**src/servo_flags_cfg.svh**
```systemverilog
// Constants for the servo status-flag block: widths, thresholds and timing
`ifndef SERVO_FLAGS_CFG_SVH
`define SERVO_FLAGS_CFG_SVH

// ****************************************************************
// Widths
// ****************************************************************
`define SPEED_W              16
`define MAG_W                18
`define PROD_W               24

// ****************************************************************
// Speed thresholds (r/min, or mm/s for a linear motor)
// ****************************************************************
`define ATTAIN_RATIO_DEN     20
`define ATTAIN_OFFSET        20
`define ATTAIN_LOW_CMD       20
`define ZERO_SPEED_DEFAULT   50
`define ZERO_SPEED_HYST      20

// ****************************************************************
// Timing
// ****************************************************************
`define CLK_KHZ              125000
`define WARN_RELEASE_MIN_MS  2500
`define WARN_RELEASE_MAX_MS  3500
`define WARN_RELEASE_MS      ((`WARN_RELEASE_MIN_MS + `WARN_RELEASE_MAX_MS) / 2)
`define WARN_RELEASE_CYC     (`WARN_RELEASE_MS * `CLK_KHZ)

`endif

```
**src/servo_flags_pkg.sv**
```systemverilog
// Types shared by the servo status-flag block
package servo_flags_pkg;
`include "servo_flags_cfg.svh"

    // Control mode of the amplifier; the fourth code is illegal
    typedef enum logic [1:0] {
        MODE_POSITION,
        MODE_VELOCITY,
        MODE_TORQUE
    } ctrl_mode_t;

    // One control-cycle sample of the motor state
    typedef struct packed {
        logic signed [`SPEED_W-1:0] speed;
        logic signed [`SPEED_W-1:0] cmd_speed;
        logic        [`SPEED_W-1:0] speed_limit;
        logic signed [`SPEED_W-1:0] torque;
        logic        [`SPEED_W-1:0] torque_limit;
    } motion_sample_t;

    // Discrete status outputs seen by the motion controller
    typedef struct packed {
        logic speed_attained_flag;
        logic speed_limit_active;
        logic zero_speed_flag;
        logic torque_limit_active;
        logic warning_flag;
        logic battery_warning_flag;
        logic gain_switch_active;
        logic abs_position_unknown;
        logic ride_through_active;
        logic full_closed_loop_active;
    } status_flags_t;

endpackage

```
**src/power_on_timer.sv**
```systemverilog
// Power-on release timer for the warning flags
`timescale 1ns/1ns
`include "servo_flags_cfg.svh"

module power_on_timer #(
    parameter int unsigned CYCLES = `WARN_RELEASE_CYC
) (
    input  wire logic clk_in,   // Control clock
    input  wire logic rst_in,   // Power-on reset, async high
    output logic      done_out  // High once the release time has run
);
    localparam int unsigned CW = $clog2(CYCLES + 1);

    logic [CW-1:0] count_r;
    logic          done_r;

    // Counter stops at the end so done never falls again
    always_ff @(posedge clk_in or posedge rst_in)
    begin
        if (rst_in)
        begin
            count_r <= '0;
            done_r  <= 1'b0;
        end
        else if (!done_r)
        begin
            count_r <= count_r + CW'(1);
            done_r  <= (count_r == CW'(CYCLES - 1));
        end
    end

    assign done_out = done_r;
endmodule // power_on_timer

```
**src/servo_status_output_flags.sv**
```systemverilog
// Status-flag logic of a servo amplifier: speed, torque, warning and mode flags
`timescale 1ns/1ns
`include "servo_flags_cfg.svh"

module servo_status_output_flags #(
    parameter int unsigned WARN_RELEASE_CYCLES = `WARN_RELEASE_CYC
) (
    input  wire logic                           clk_in,                        // Control clock, 125 MHz
    input  wire logic                           rst_in,                        // Power-on reset, async high
    input  wire logic                           sample_in,                     // Control-cycle sample strobe
    input  wire servo_flags_pkg::ctrl_mode_t    mode_in,                       // Control mode
    input  wire servo_flags_pkg::motion_sample_t motion_in,                    // Motor state sample
    input  wire logic [`SPEED_W-1:0]            zero_speed_threshold_param_in, // Zero-speed level, 0 = default
    input  wire logic                           servo_on_in,                   // Servo-on state
    input  wire logic                           linear_motor_in,               // Linear motor is driven
    input  wire logic                           warning_active_in,             // Any warning active
    input  wire logic                           battery_cable_open_warning_in, // Battery cable open warning
    input  wire logic                           battery_low_warning_in,        // Battery low warning
    input  wire logic                           variable_gain_in,              // Variable gain in effect
    input  wire logic                           abs_undetermined_in,           // Absolute position undetermined
    input  wire logic                           ride_through_enable_param_in,  // Ride-through enabled
    input  wire logic                           power_fail_ride_in,            // Ride-through function acting
    input  wire logic                           full_closed_loop_in,           // Fully closed loop operating
    output servo_flags_pkg::status_flags_t      flags_out,                     // Discrete status flags
    output logic                                speed_unit_mm_s_out            // Speeds read in mm/s
);
    import servo_flags_pkg::*;

    // ****************************************************************
    // Arithmetic helpers
    // ****************************************************************

    // Magnitude of a sign-extended value
    function automatic logic [`MAG_W-1:0] mag(input logic signed [`MAG_W-1:0] v);
        return v[`MAG_W-1] ? `MAG_W'(-v) : `MAG_W'(v);
    endfunction

    // Sign extension of a speed-wide word to the magnitude width
    function automatic logic signed [`MAG_W-1:0] sext(input logic [`SPEED_W-1:0] v);
        return {{(`MAG_W-`SPEED_W){v[`SPEED_W-1]}}, v};
    endfunction

    // ****************************************************************
    // Mode decode and speed arithmetic
    // ****************************************************************

    logic                is_pos;
    logic                is_vel;
    logic                is_torq;
    logic [`MAG_W-1:0]   speed_mag;
    logic [`MAG_W-1:0]   cmd_mag;
    logic [`MAG_W-1:0]   err_mag;
    logic [`MAG_W-1:0]   torque_mag;
    logic [`MAG_W-1:0]   zero_on_lvl;
    logic [`MAG_W-1:0]   zero_off_lvl;
    logic [`PROD_W-1:0]  err_scaled;
    logic [`PROD_W-1:0]  band_scaled;

    // Illegal mode code enables no mode-bound flag except the torque limit, which is watched outside torque mode
    always_comb
    begin
        is_pos  = 1'b0;
        is_vel  = 1'b0;
        is_torq = 1'b0;
        unique case (mode_in)
            MODE_POSITION: is_pos  = 1'b1;
            MODE_VELOCITY: is_vel  = 1'b1;
            MODE_TORQUE:   is_torq = 1'b1;
            default:       is_pos  = 1'b0;
        endcase
    end

    // Magnitudes; the speed difference needs the extra bits
    assign speed_mag  = mag(sext(motion_in.speed));
    assign cmd_mag    = mag(sext(motion_in.cmd_speed));
    assign err_mag    = mag(sext(motion_in.speed) - sext(motion_in.cmd_speed));
    assign torque_mag = mag(sext(motion_in.torque));

    // Band scaled by 20 so that 5 percent stays exact, no rounding
    assign err_scaled  = `PROD_W'(err_mag) * `PROD_W'(`ATTAIN_RATIO_DEN);
    assign band_scaled = `PROD_W'(cmd_mag)
                       + `PROD_W'(`ATTAIN_OFFSET) * `PROD_W'(`ATTAIN_RATIO_DEN);

    // Units are whatever the speed sample carries, so one compare serves both motors
    assign zero_on_lvl  = (zero_speed_threshold_param_in == '0)
                        ? `MAG_W'(`ZERO_SPEED_DEFAULT)
                        : `MAG_W'(zero_speed_threshold_param_in);
    assign zero_off_lvl = zero_on_lvl + `MAG_W'(`ZERO_SPEED_HYST);

    // ****************************************************************
    // Speed and torque flags
    // ****************************************************************

    logic attain_r;
    logic attain_nxt;
    logic vlimit_r;
    logic vlimit_nxt;
    logic tlimit_r;
    logic tlimit_nxt;
    logic zero_r;
    logic zero_nxt;
    logic unit_mm_r;

    // Next values of the speed-derived flags
    always_comb
    begin
        attain_nxt = 1'b0;
        if (servo_on_in && is_vel)
            attain_nxt = (cmd_mag <= `MAG_W'(`ATTAIN_LOW_CMD))
                       || (err_scaled <= band_scaled);
        vlimit_nxt = servo_on_in && is_torq
                   && (speed_mag >= `MAG_W'(motion_in.speed_limit));
        tlimit_nxt = servo_on_in && !is_torq
                   && (torque_mag >= `MAG_W'(motion_in.torque_limit));
        if (zero_r)
            zero_nxt = (speed_mag < zero_off_lvl);
        else
            zero_nxt = (speed_mag <= zero_on_lvl);
    end

    // All speed flags move together on the sample edge
    always_ff @(posedge clk_in or posedge rst_in)
    begin
        if (rst_in)
        begin
            attain_r <= 1'b0;
            vlimit_r <= 1'b0;
            tlimit_r <= 1'b0;
            zero_r   <= 1'b0;
        end
        else if (sample_in)
        begin
            attain_r <= attain_nxt;
            vlimit_r <= vlimit_nxt;
            tlimit_r <= tlimit_nxt;
            zero_r   <= zero_nxt;
        end
    end

    // Unit indicator for the zero-speed levels
    always_ff @(posedge clk_in or posedge rst_in)
    begin
        if (rst_in)
            unit_mm_r <= 1'b0;
        else if (sample_in)
            unit_mm_r <= linear_motor_in;
    end

    // ****************************************************************
    // Warning flags with power-on release
    // ****************************************************************

    logic release_done;
    logic warn_r;
    logic batt_r;

    power_on_timer #(
        .CYCLES   (WARN_RELEASE_CYCLES)
    ) u_release (
        .clk_in   (clk_in),
        .rst_in   (rst_in),
        .done_out (release_done)
    );

    // Flags stand on through start-up so the controller sees no false clear
    always_ff @(posedge clk_in or posedge rst_in)
    begin
        if (rst_in)
        begin
            warn_r <= 1'b1;
            batt_r <= 1'b1;
        end
        else
        begin
            warn_r <= !release_done || warning_active_in;
            batt_r <= !release_done || battery_cable_open_warning_in
                    || battery_low_warning_in;
        end
    end

    // ****************************************************************
    // Operating-state flags
    // ****************************************************************

    logic gain_r;
    logic absu_r;
    logic ride_r;
    logic cloop_r;

    // Plain state flags, sampled with the speed flags
    always_ff @(posedge clk_in or posedge rst_in)
    begin
        if (rst_in)
        begin
            gain_r  <= 1'b0;
            absu_r  <= 1'b0;
            ride_r  <= 1'b0;
            cloop_r <= 1'b0;
        end
        else if (sample_in)
        begin
            gain_r  <= variable_gain_in;
            absu_r  <= is_pos && abs_undetermined_in;
            ride_r  <= ride_through_enable_param_in && power_fail_ride_in;
            cloop_r <= full_closed_loop_in;
        end
    end

    // Outputs are flops only; order follows status_flags_t, msb first
    assign flags_out = {attain_r, vlimit_r, zero_r, tlimit_r, warn_r,
                        batt_r, gain_r, absu_r, ride_r, cloop_r};
    assign speed_unit_mm_s_out = unit_mm_r;
endmodule // servo_status_output_flags

```
**config.mk**
```make
export PLATFORM = sky130hd
export DESIGN_NAME = servo_status_output_flags
export DESIGN_NICKNAME = d
export VERILOG_FILES = /design/src/servo_flags_pkg.sv /design/src/power_on_timer.sv /design/src/servo_status_output_flags.sv
export VERILOG_INCLUDE_DIRS = /design/src
export SDC_FILE = /design/constraint.sdc
export NUM_CORES = 1
export LEC_CHECK = 0
export BUFFER_PORTS_ARGS = -buffer_cell sky130_fd_sc_hd__clkbuf_2
export CORE_MARGIN = 3
export CORE_UTILIZATION = 40
export CTS_CLUSTER_SIZE = 40
export DETAILED_ROUTE_END_ITERATION = 16
export GPL_TIMING_DRIVEN = 0
export MAX_ROUTING_LAYER = met4
export PLACE_DENSITY = 0.57
export SLEW_MARGIN = 20
export SYNTH_ARGS = -nofsm -noshare
export SYNTH_HDL_FRONTEND = slang
export SYNTH_SLANG_ARGS = --single-unit
```
**constraint.sdc**
```tcl
create_clock -name clk_in -period 3.3 [get_ports clk_in]
set_clock_uncertainty 0.15 [all_clocks]
set_input_delay 0.66 -clock clk_in [delete_from_list [all_inputs] [get_ports clk_in]]
set_output_delay 0.66 -clock clk_in [all_outputs]
set_load 0.01 [all_outputs]
```
==> impl_results.md, run 1 <==
- WL/cell: 15.4 um
- Mapped Cells: around 950
- Leak: ~4.6 nW
- Max transition margin: between 40% and 50%
- Setup Crit Path Kind: in -> reg
- Unrepaired setup endpoints after global routing: yes
- GP Congestion: about 0.87
- #FFs+latches synth: between 40 and 50
- Final Cell Area: around 9600 um2
- Die area: 20300 um2
- Worst vdd ir: 0.325 mV
- YS warnings: 0
- Initial DRT Pass Iterations: 5
- Die extent in x: around 140 um
- Min Hold Slack: 0.182 ns
- Largest net degree at the start of global routing: 27
- Vias in the first global route: 6848
- Crit start category: primary input
- Prevailing post-synth register cell: dfrtp_1
- Clk slew on worst S/H paths: roughly 0.060 ns
- PortBufs: 118
- Share of cells above drive strength 1: between 20 and 30%
- Synth-to-Final Area Change: 29.3%
- Critical Path Start: motion_in[64]
- IO Pins: roughly 120
- Endpoints failing setup: 3
- DP HPWL: between 15000 and 20000 um
- Placed inst area: between 8000 and 9000 um2
- Initial Util: slightly above 40%
- Worst Path Required: approximately 3.4 ns
- Post-synth ARST share: 100%
- Final setup margin: -2.55 ns
- Syn avg cell area: about 7.9 um2
- Clock buffer depth: 2
- Die Y: approximately 140 um
- H-tree lvl count: 2
- Antenna Cells: 0
- Slowest CP cell: a2111oi_4
- Post-synth EDFFs: 0
- Vias per Instance: approximately 5.4
- Sequential share of the synthesized area: 13.8%
- Core ar.: about 18000 um2
- Total Nets Final: approximately 1.4k
- Initial antenna violation count: 0
- DR vias: approximately 7.3k
- Worst-path maximum fanout: 5
- Min Tclk post-route: just under 6 ns
- Largest stage delay, worst path: 0.48 ns
- Final antenna-violating net count: 0
- CTS root buf: clkbuf_16
- DRC violations left: 0
- Routed WL: 20800 um
- Tot Pwr: around 4.6 mW
- Failing checks: negative setup slack
- Clock Latency Late Sink: around 0.28 ns
- Worst path arrival time: 5.91 ns
- Total grt overflow: 0
- Final Hold Viols: 0
- Fin. max-slew vios: 0
- CTS tree: yes
- Site Rows: 49
- R2r startpoint: u_release.done_out$_DFF_PP0_
- Gr usage total: about a fifth
- Synth unique cells: between 70 and 80
- CTS buffer count: 5
- Power per cell area: around 480 nW/um2
- Status: finished, violations left
- CP Capture Type: register
- Final period utilization: 177%
- Max Cap Viol: 0
- First-pass GRT wire length: approximately 33000 um
- Clk sinks: just over 40
- Max Clock Freq: roughly 170 MHz
- Least-Margin Pin Slew: slightly below 0.8 ns
- Min-delay worst type: in -> async
- First DRT Iteration DRCs: approximately 400
- Synth Cell Area: between 7000 and 8000 um2
[cells by family (layout without fill, tap and decap cells)]
family	count (synthesis)	after routing	share of synthesized area (%)
buf+inv	117	286	6.40
fa+ha+maj	139	139	23.6
mux	8	8	1.16
flops	41	41	13.8
compound gates	194	194	17.8
xor+xnor	123	123	14.5
other cells	2	5	0.101
simple gates	322	322	22.7
[per-layer routing]
layer | wire, um | part of all wire (%) | up-vias | track usage, %
met2 | 9570 | 46 | 166 | 33.8
met4 | 145 | 0.70 | 0 | 2.40
met5 | 0 | 0 | - | -
met1 | 10100 | 49 | 3358 | 28.1
met3 | 936 | 4.5 | 10 | 1.75
li1 | - | - | 3731 | -
[cell usage after synthesis, drive strengths merged, types with 8 or more instances]
master | number | area share, %
nand3 | 42 | 2.8
o21a | 9 | 0.91
ha | 137 | 23
nand2 | 74 | 3.7
o31ai | 13 | 1.3
nand4 | 24 | 2.0
inv | 88 | 4.4
xnor2 | 97 | 11
nand2b | 18 | 1.5
xor2 | 26 | 3.1
a211oi | 8 | 0.81
a21oi | 41 | 2.8
o21ai | 41 | 2.8
o211ai | 8 | 0.81
nor3 | 21 | 1.4
or3 | 10 | 0.97
nor2b | 19 | 1.6
and3 | 12 | 1.0
or4 | 8 | 0.86
a21o | 23 | 2.3
nor2 | 56 | 2.8
dfrtp | 39 | 13
clkbuf | 18 | 0.91
buf | 11 | 1.1
nor4 | 9 | 0.76
[registers in the layout, indices dropped and copies added (netlist names)]
| register | count |
|---|---|
| u_release.count_r | 29 |
| absu_r | 1 |
| attain_r | 1 |
| batt_r | 1 |
| cloop_r | 1 |
| gain_r | 1 |
| ride_r | 1 |
| speed_unit_mm_s_out | 1 |
| tlimit_r | 1 |
| u_release.done_out | 1 |
| vlimit_r | 1 |
| warn_r | 1 |
| zero_r | 1 |
[cell type report]
cell class              count  area, um2
fillers                  1727       8520
multi-input cells         791       6620
flip-flops and latches     41       1030
repair buffers            163        996
inverters                  88        347
well taps                 229        287
plain buffers              27        193
clock buffers               7        153
clock inverters             1       5.00
[path summary, 6_finish.rpt]
kind                                                     end  slack (ns)  cells past startpoint
hold reg to reg            u_release.count_r[20]$_DFFE_PP0N_        0.31                      1
hold / removal              u_release.count_r[1]$_DFFE_PP0N_        0.18                      2
min in group clk_in        u_release.count_r[20]$_DFFE_PP0N_        0.31                      1
max in group asynchronous  u_release.count_r[22]$_DFFE_PP0N_        2.36                      3
setup reg to reg           u_release.count_r[28]$_DFFE_PP0N_        0.70                      9
setup / recovery                        attain_r$_DFFE_PP0P_       -2.55                     30
[layout by cell type, fill, tap and decap left out, drive strengths merged, types with 9 or more instances in the layout]
| cell | synthesis | final |
|---|---|---|
| ha | 137 | 137 |
| buf | 11 | 62 |
| xor2 | 26 | 26 |
| nand2 | 74 | 74 |
| nand3 | 42 | 42 |
| nand4 | 24 | 24 |
| o21ai | 41 | 41 |
| dfrtp | 39 | 39 |
| inv | 88 | 87 |
| a21oi | 41 | 41 |
| nand2b | 18 | 18 |
| nor2b | 19 | 19 |
| a21o | 23 | 23 |
| nor4 | 9 | 9 |
| xnor2 | 97 | 97 |
| o21a | 9 | 9 |
| o31ai | 13 | 13 |
| and3 | 12 | 12 |
| clkbuf | 18 | 135 |
| nor2 | 56 | 56 |
| nor3 | 21 | 21 |
| or3 | 10 | 10 |
[worst max-delay path, delay by kind of cell]
kind,cells,cell delay [ns]
AOI/OAI and AO/OA,13,2.41
and+or+nand+nor,6,0.91
xor gates and xnor gates,3,0.38
buffers and inverters,3,0.36
adders and majority gates,5,1.17
[where the power goes]
group | internal, mW | switching (mW)
combinational | 1.73 | 1.89
sequential | 0.517 | 0.00746
clock | 0.320 | 0.184
total | 2.56 | 2.08
[per-stage QoR]
step                util (%)  setup TNS, ns  setup WS [ns]  std cells
floorplan                  -          -2.46          -2.36        949
global placement        47.5          -4.56          -3.31       1296
detailed placement      47.6          -4.54          -3.28       1297
CTS                     51.3          -2.62          -2.50       1329
global route            53.0          -3.31          -2.82       1347
finish                  53.0          -2.72          -2.55       1347
[what timing repair did]
| item | CTS | global route |
|---|---|---|
| setup endpoints to repair | 4 | 4 |
| setup buffers | 26 | 18 |
| cloned | 0 | 0 |
| hold buffers | 0 | 0 |
| endpoints found under the hold margin | 0 | 0 |
| resized for setup | 65 | 40 |
| pin swaps | 65 | 40 |
Power figures use the tool's default switching activity.
==> run 2, diff against run 1 <==
--- a/config.mk
+++ b/config.mk
@@ -6,6 +6,7 @@
 export SDC_FILE = /design/constraint.sdc
 export NUM_CORES = 1
 export LEC_CHECK = 0
+export ABC_AREA = 1
 export BUFFER_PORTS_ARGS = -buffer_cell sky130_fd_sc_hd__clkbuf_2
 export CORE_MARGIN = 3
 export CORE_UTILIZATION = 40
@@ -13,7 +14,7 @@
 export DETAILED_ROUTE_END_ITERATION = 16
 export GPL_TIMING_DRIVEN = 0
 export MAX_ROUTING_LAYER = met4
-export PLACE_DENSITY = 0.57
+export PLACE_DENSITY = 0.56
 export SLEW_MARGIN = 20
 export SYNTH_ARGS = -nofsm -noshare
 export SYNTH_HDL_FRONTEND = slang
==> run 2 against run 1 <==
  * The run still ends with negative setup slack left
  * Critical path depth grew 2
  * Synthesized cell count is 36% higher
  * Area after synthesis is 9.9% higher
  * Global-route usage rose by 1.5 points
  * Combinational power rose by 14%
  * Clock power shrank 3%
  * Setup slack gained 0.88 ns
  * Register-to-register slack gained 0.57 ns
  * First-iteration DRC count down 22%
  * Sequential share of layout area down 0.98 points
  * Sequential power about the same
  * Final cell count rose by 28%
  * Critical path type unchanged
  * Largest cell class unchanged
  * Largest power group unchanged
  * Highest routed layer unchanged
==> impl_results.md, run 2 <==
- Status: finished, violations left
- Failing checks: negative setup slack
- Sequential Power Share: about 10%
- DP HPWL: 20000 um
- Core ar.: ~20000 um2
- Synth Cell Area: between 8000 and 9000 um2
- GP Congestion: slightly above 0.9
- FF-to-FF path depth: 10
- Commonest non-fill, non-tap cells in the layout: 327 x nand2_1, 184 x inv_1, 118 x clkbuf_2
- PortBufs: 121
- FF-to-FF End: u_release.count_r[24]$_DFFE_PP0N_
- Comb pwr share: roughly 80%
- Worst path arrival time: 5.05 ns
- Clk slew on worst S/H paths: about 0.060 ns
- Worst-path maximum fanout: 3
- Initial antenna violation count: 3
- Leak: between 5 and 6 nW
- Switching Power: 2.48 mW
- Sequential share of the synthesized area: about an eighth
- Fillers: just over 2k
- Initial DRT Pass Iterations: 5
- Clock buffer depth: 2
- Min-delay worst type: in -> async
- Power per cell area: a little under 500 nW/um2
- Place WS: -2.55 ns
- Slowest CP cell: fa_2
- Most flops, register: u_release.count_r
- Area leader, netlist: ha_1
- Final Hold Viols: 0
- Post-synth top area share: a little over a fifth
- Share of cells above drive strength 1: between 20% and 30%
- Total Nets Final: between 1.5k and 2k
- DR vias: ~8.5k
- Syn avg cell area: around 6.3 um2
- Crit start category: primary input
- Min Hold Slack: approximately 0.22 ns
- Max transition margin: between 60% and 70%
- CTS tree: yes
- Least-Margin Pin Slew: ~0.52 ns
- Commonest non-fill, non-tap cell in the layout: nand2_1
- Vias in the first global route: just over 8k
- Largest net degree at the start of global routing: 24
- Max Cap Viol: 0
- DRC violations left: 0
- Max reg flops: 29
- Clock share of power: 9.5%
- Post-synth EDFFs: 0
- Top cells by area, synth: ha_1 21%, nand2_1 16%, dfrtp_1 12%
- Total grt overflow: 0
- Prevailing post-synth register cell: dfrtp_1
- FF+latch area: 1030 um2
- Setup Crit Path Kind: in -> reg
- First DRT Iteration DRCs: around 310
- Clock Latency Late Sink: just under 0.3 ns
- Final period utilization: 151%
- Final setup margin: -1.67 ns
- CTS buffer count: 5
- IO Pins: 122
- Final antenna-violating net count: 0
- CP Capture Type: register
- Post-Route Utilization: a little over half
- Vias per Instance: 4.90
- Internal power: around 2.7 mW
- Clk sinks: 41
- Crit-path most repeated cell: ha_4
- CTS root buf: clkbuf_16
- Most common cell in the netlist: nand2_1
- Sw frac: just under 50%
- First-pass GRT wire length: about 39000 um
- R2r startpoint: u_release.count_r[0]$_DFFE_PP0N_
- #FFs+latches synth: 41
- Unrepaired setup endpoints after global routing: yes
- Site Rows: between 50 and 60
- Fin. max-slew vios: 0
- Die extent in x: between 100 and 150 um
- Synth unique cells: 53
- Post-synth ARST share: 100%
- Endpoints failing setup: 1
- Max Clock Freq: between 200 and 250 MHz
- Largest stage delay, worst path: ~0.57 ns
- H-tree lvl count: 2
- Critical Path Start: motion_in[64]
- Gr usage total: 21.9%
- Synth top cells by count: 350 x nand2_1, 211 x inv_1, 137 x ha_1
- Routed WL: between 20000 and 25000 um
- Die area: roughly 22000 um2
- Worst Path Required: around 3.4 ns
- Synth-to-Final Area Change: 29.5%
- Initial Util: 41.4%
- Reg2reg setup slack: about 1.3 ns
- Mapped Cells: 1290
- Die Y: between 100 and 150 um
- Min Tclk post-route: between 4 and 5 ns
- WL/cell: approximately 14 um
- YS warnings: 0
- Area of the multi-input gates: roughly 7000 um2
- Worst vdd ir: ~0.31 mV
- Hold buffers post-CTS: 0
run 2: cell count changes in the layout (fill, tap and decap cells not counted), sizes merged, moves of 9 or more:
cell and change:
a21o -21, a21oi +13, and3 -12, inv +134
nand2 +290, nand2b -18, nand3 +51, nand4 +12
nor2 +62, nor2b -19, o31ai -10, or3 -9
xnor2 -71, xor2 +40
run 2: power by group through the flow:
stage / combinational [mW] / clock [mW] / sequential [mW]
finish: 4.12 / 0.489 / 0.525
global route: 4.62 / 0.526 / 0.526
CTS: 3.60 / 0.502 / 0.525
detailed placement: 2.90 / 0 / 0.534
global placement: 2.86 / 0 / 0.534
floorplan: 2.23 / 0 / 0.530
run 2: critical path, delay by kind of cell:
family                     cells  cell delay, ns
adders and majority gates      6            1.64
xor gates and xnor gates       2            0.34
buffers and inverters          6            0.44
AOI/OAI and AO/OA              1            0.17
and+or+nand+nor               17            1.77
run 2: cell type report:
class / count / area share [%]
repair buffers: 161 / 9.12
plain buffers: 16 / 1.04
multi-input cells: 1015 / 67.6
inverters: 221 / 7.99
diodes: 3 / 0.0709
well taps: 265 / 3.13
clock buffers: 5 / 1.18
flip-flops and latches: 41 / 9.71
clock inverters: 3 / 0.201
run 2: cell families (layout without fill, tap and decap cells):
| family | after synthesis | count (layout) | share of synthesized area [%] |
|---|---|---|---|
| XOR/XNOR | 92 | 92 | 9.85 |
| buffers and inverters | 237 | 406 | 11.5 |
| flip-flops | 41 | 41 | 12.6 |
| AND/OR/NAND/NOR | 658 | 658 | 35.9 |
| AO/OA/AOI/OAI | 121 | 121 | 8.61 |
| adder cells (fa/ha/maj) | 139 | 139 | 21.4 |
| other | 2 | 8 | 0.0918 |
run 2: metal layers:
metal / wire (um) / share of wire (%) / vias up / track usage, %
li1: - / - / 4504 / -
met4: 522 / 2.2 / 0 / 4.67
met1: 11100 / 46 / 3803 / 28.3
met5: 0 / 0 / - / -
met3: 727 / 3.0 / 33 / 1.88
met2: 11900 / 49 / 136 / 37.4
run 2: worst max-delay path by stage:
stage / to
2_1_floorplan: attain_r$_DFFE_PP0P_
3_3_place_gp: attain_r$_DFFE_PP0P_
3_5_place_dp: attain_r$_DFFE_PP0P_
4_1_cts: attain_r$_DFFE_PP0P_
5_1_grt: attain_r$_DFFE_PP0P_
6_report: attain_r$_DFFE_PP0P_
run 2: repair_timing:
| action | CTS | global route |
|---|---|---|
| resized for setup | 105 | 88 |
| pin swaps | 62 | 50 |
| setup endpoints to repair | 3 | 4 |
| buffers inserted | 29 | 10 |
run 2: through the flow:
step                      cells  power [mW]  cell area (um2)  setup TNS (ns)
after floorplan            1293        2.76             8260           -1.56
after global placement     1679        3.40             9200           -3.39
after CTS                  1717        4.63            10100           -1.70
after global routing       1730        5.67            10600           -2.23
final                      1730        5.13            10600           -1.67
after detailed placement   1680        3.43             9230           -3.45
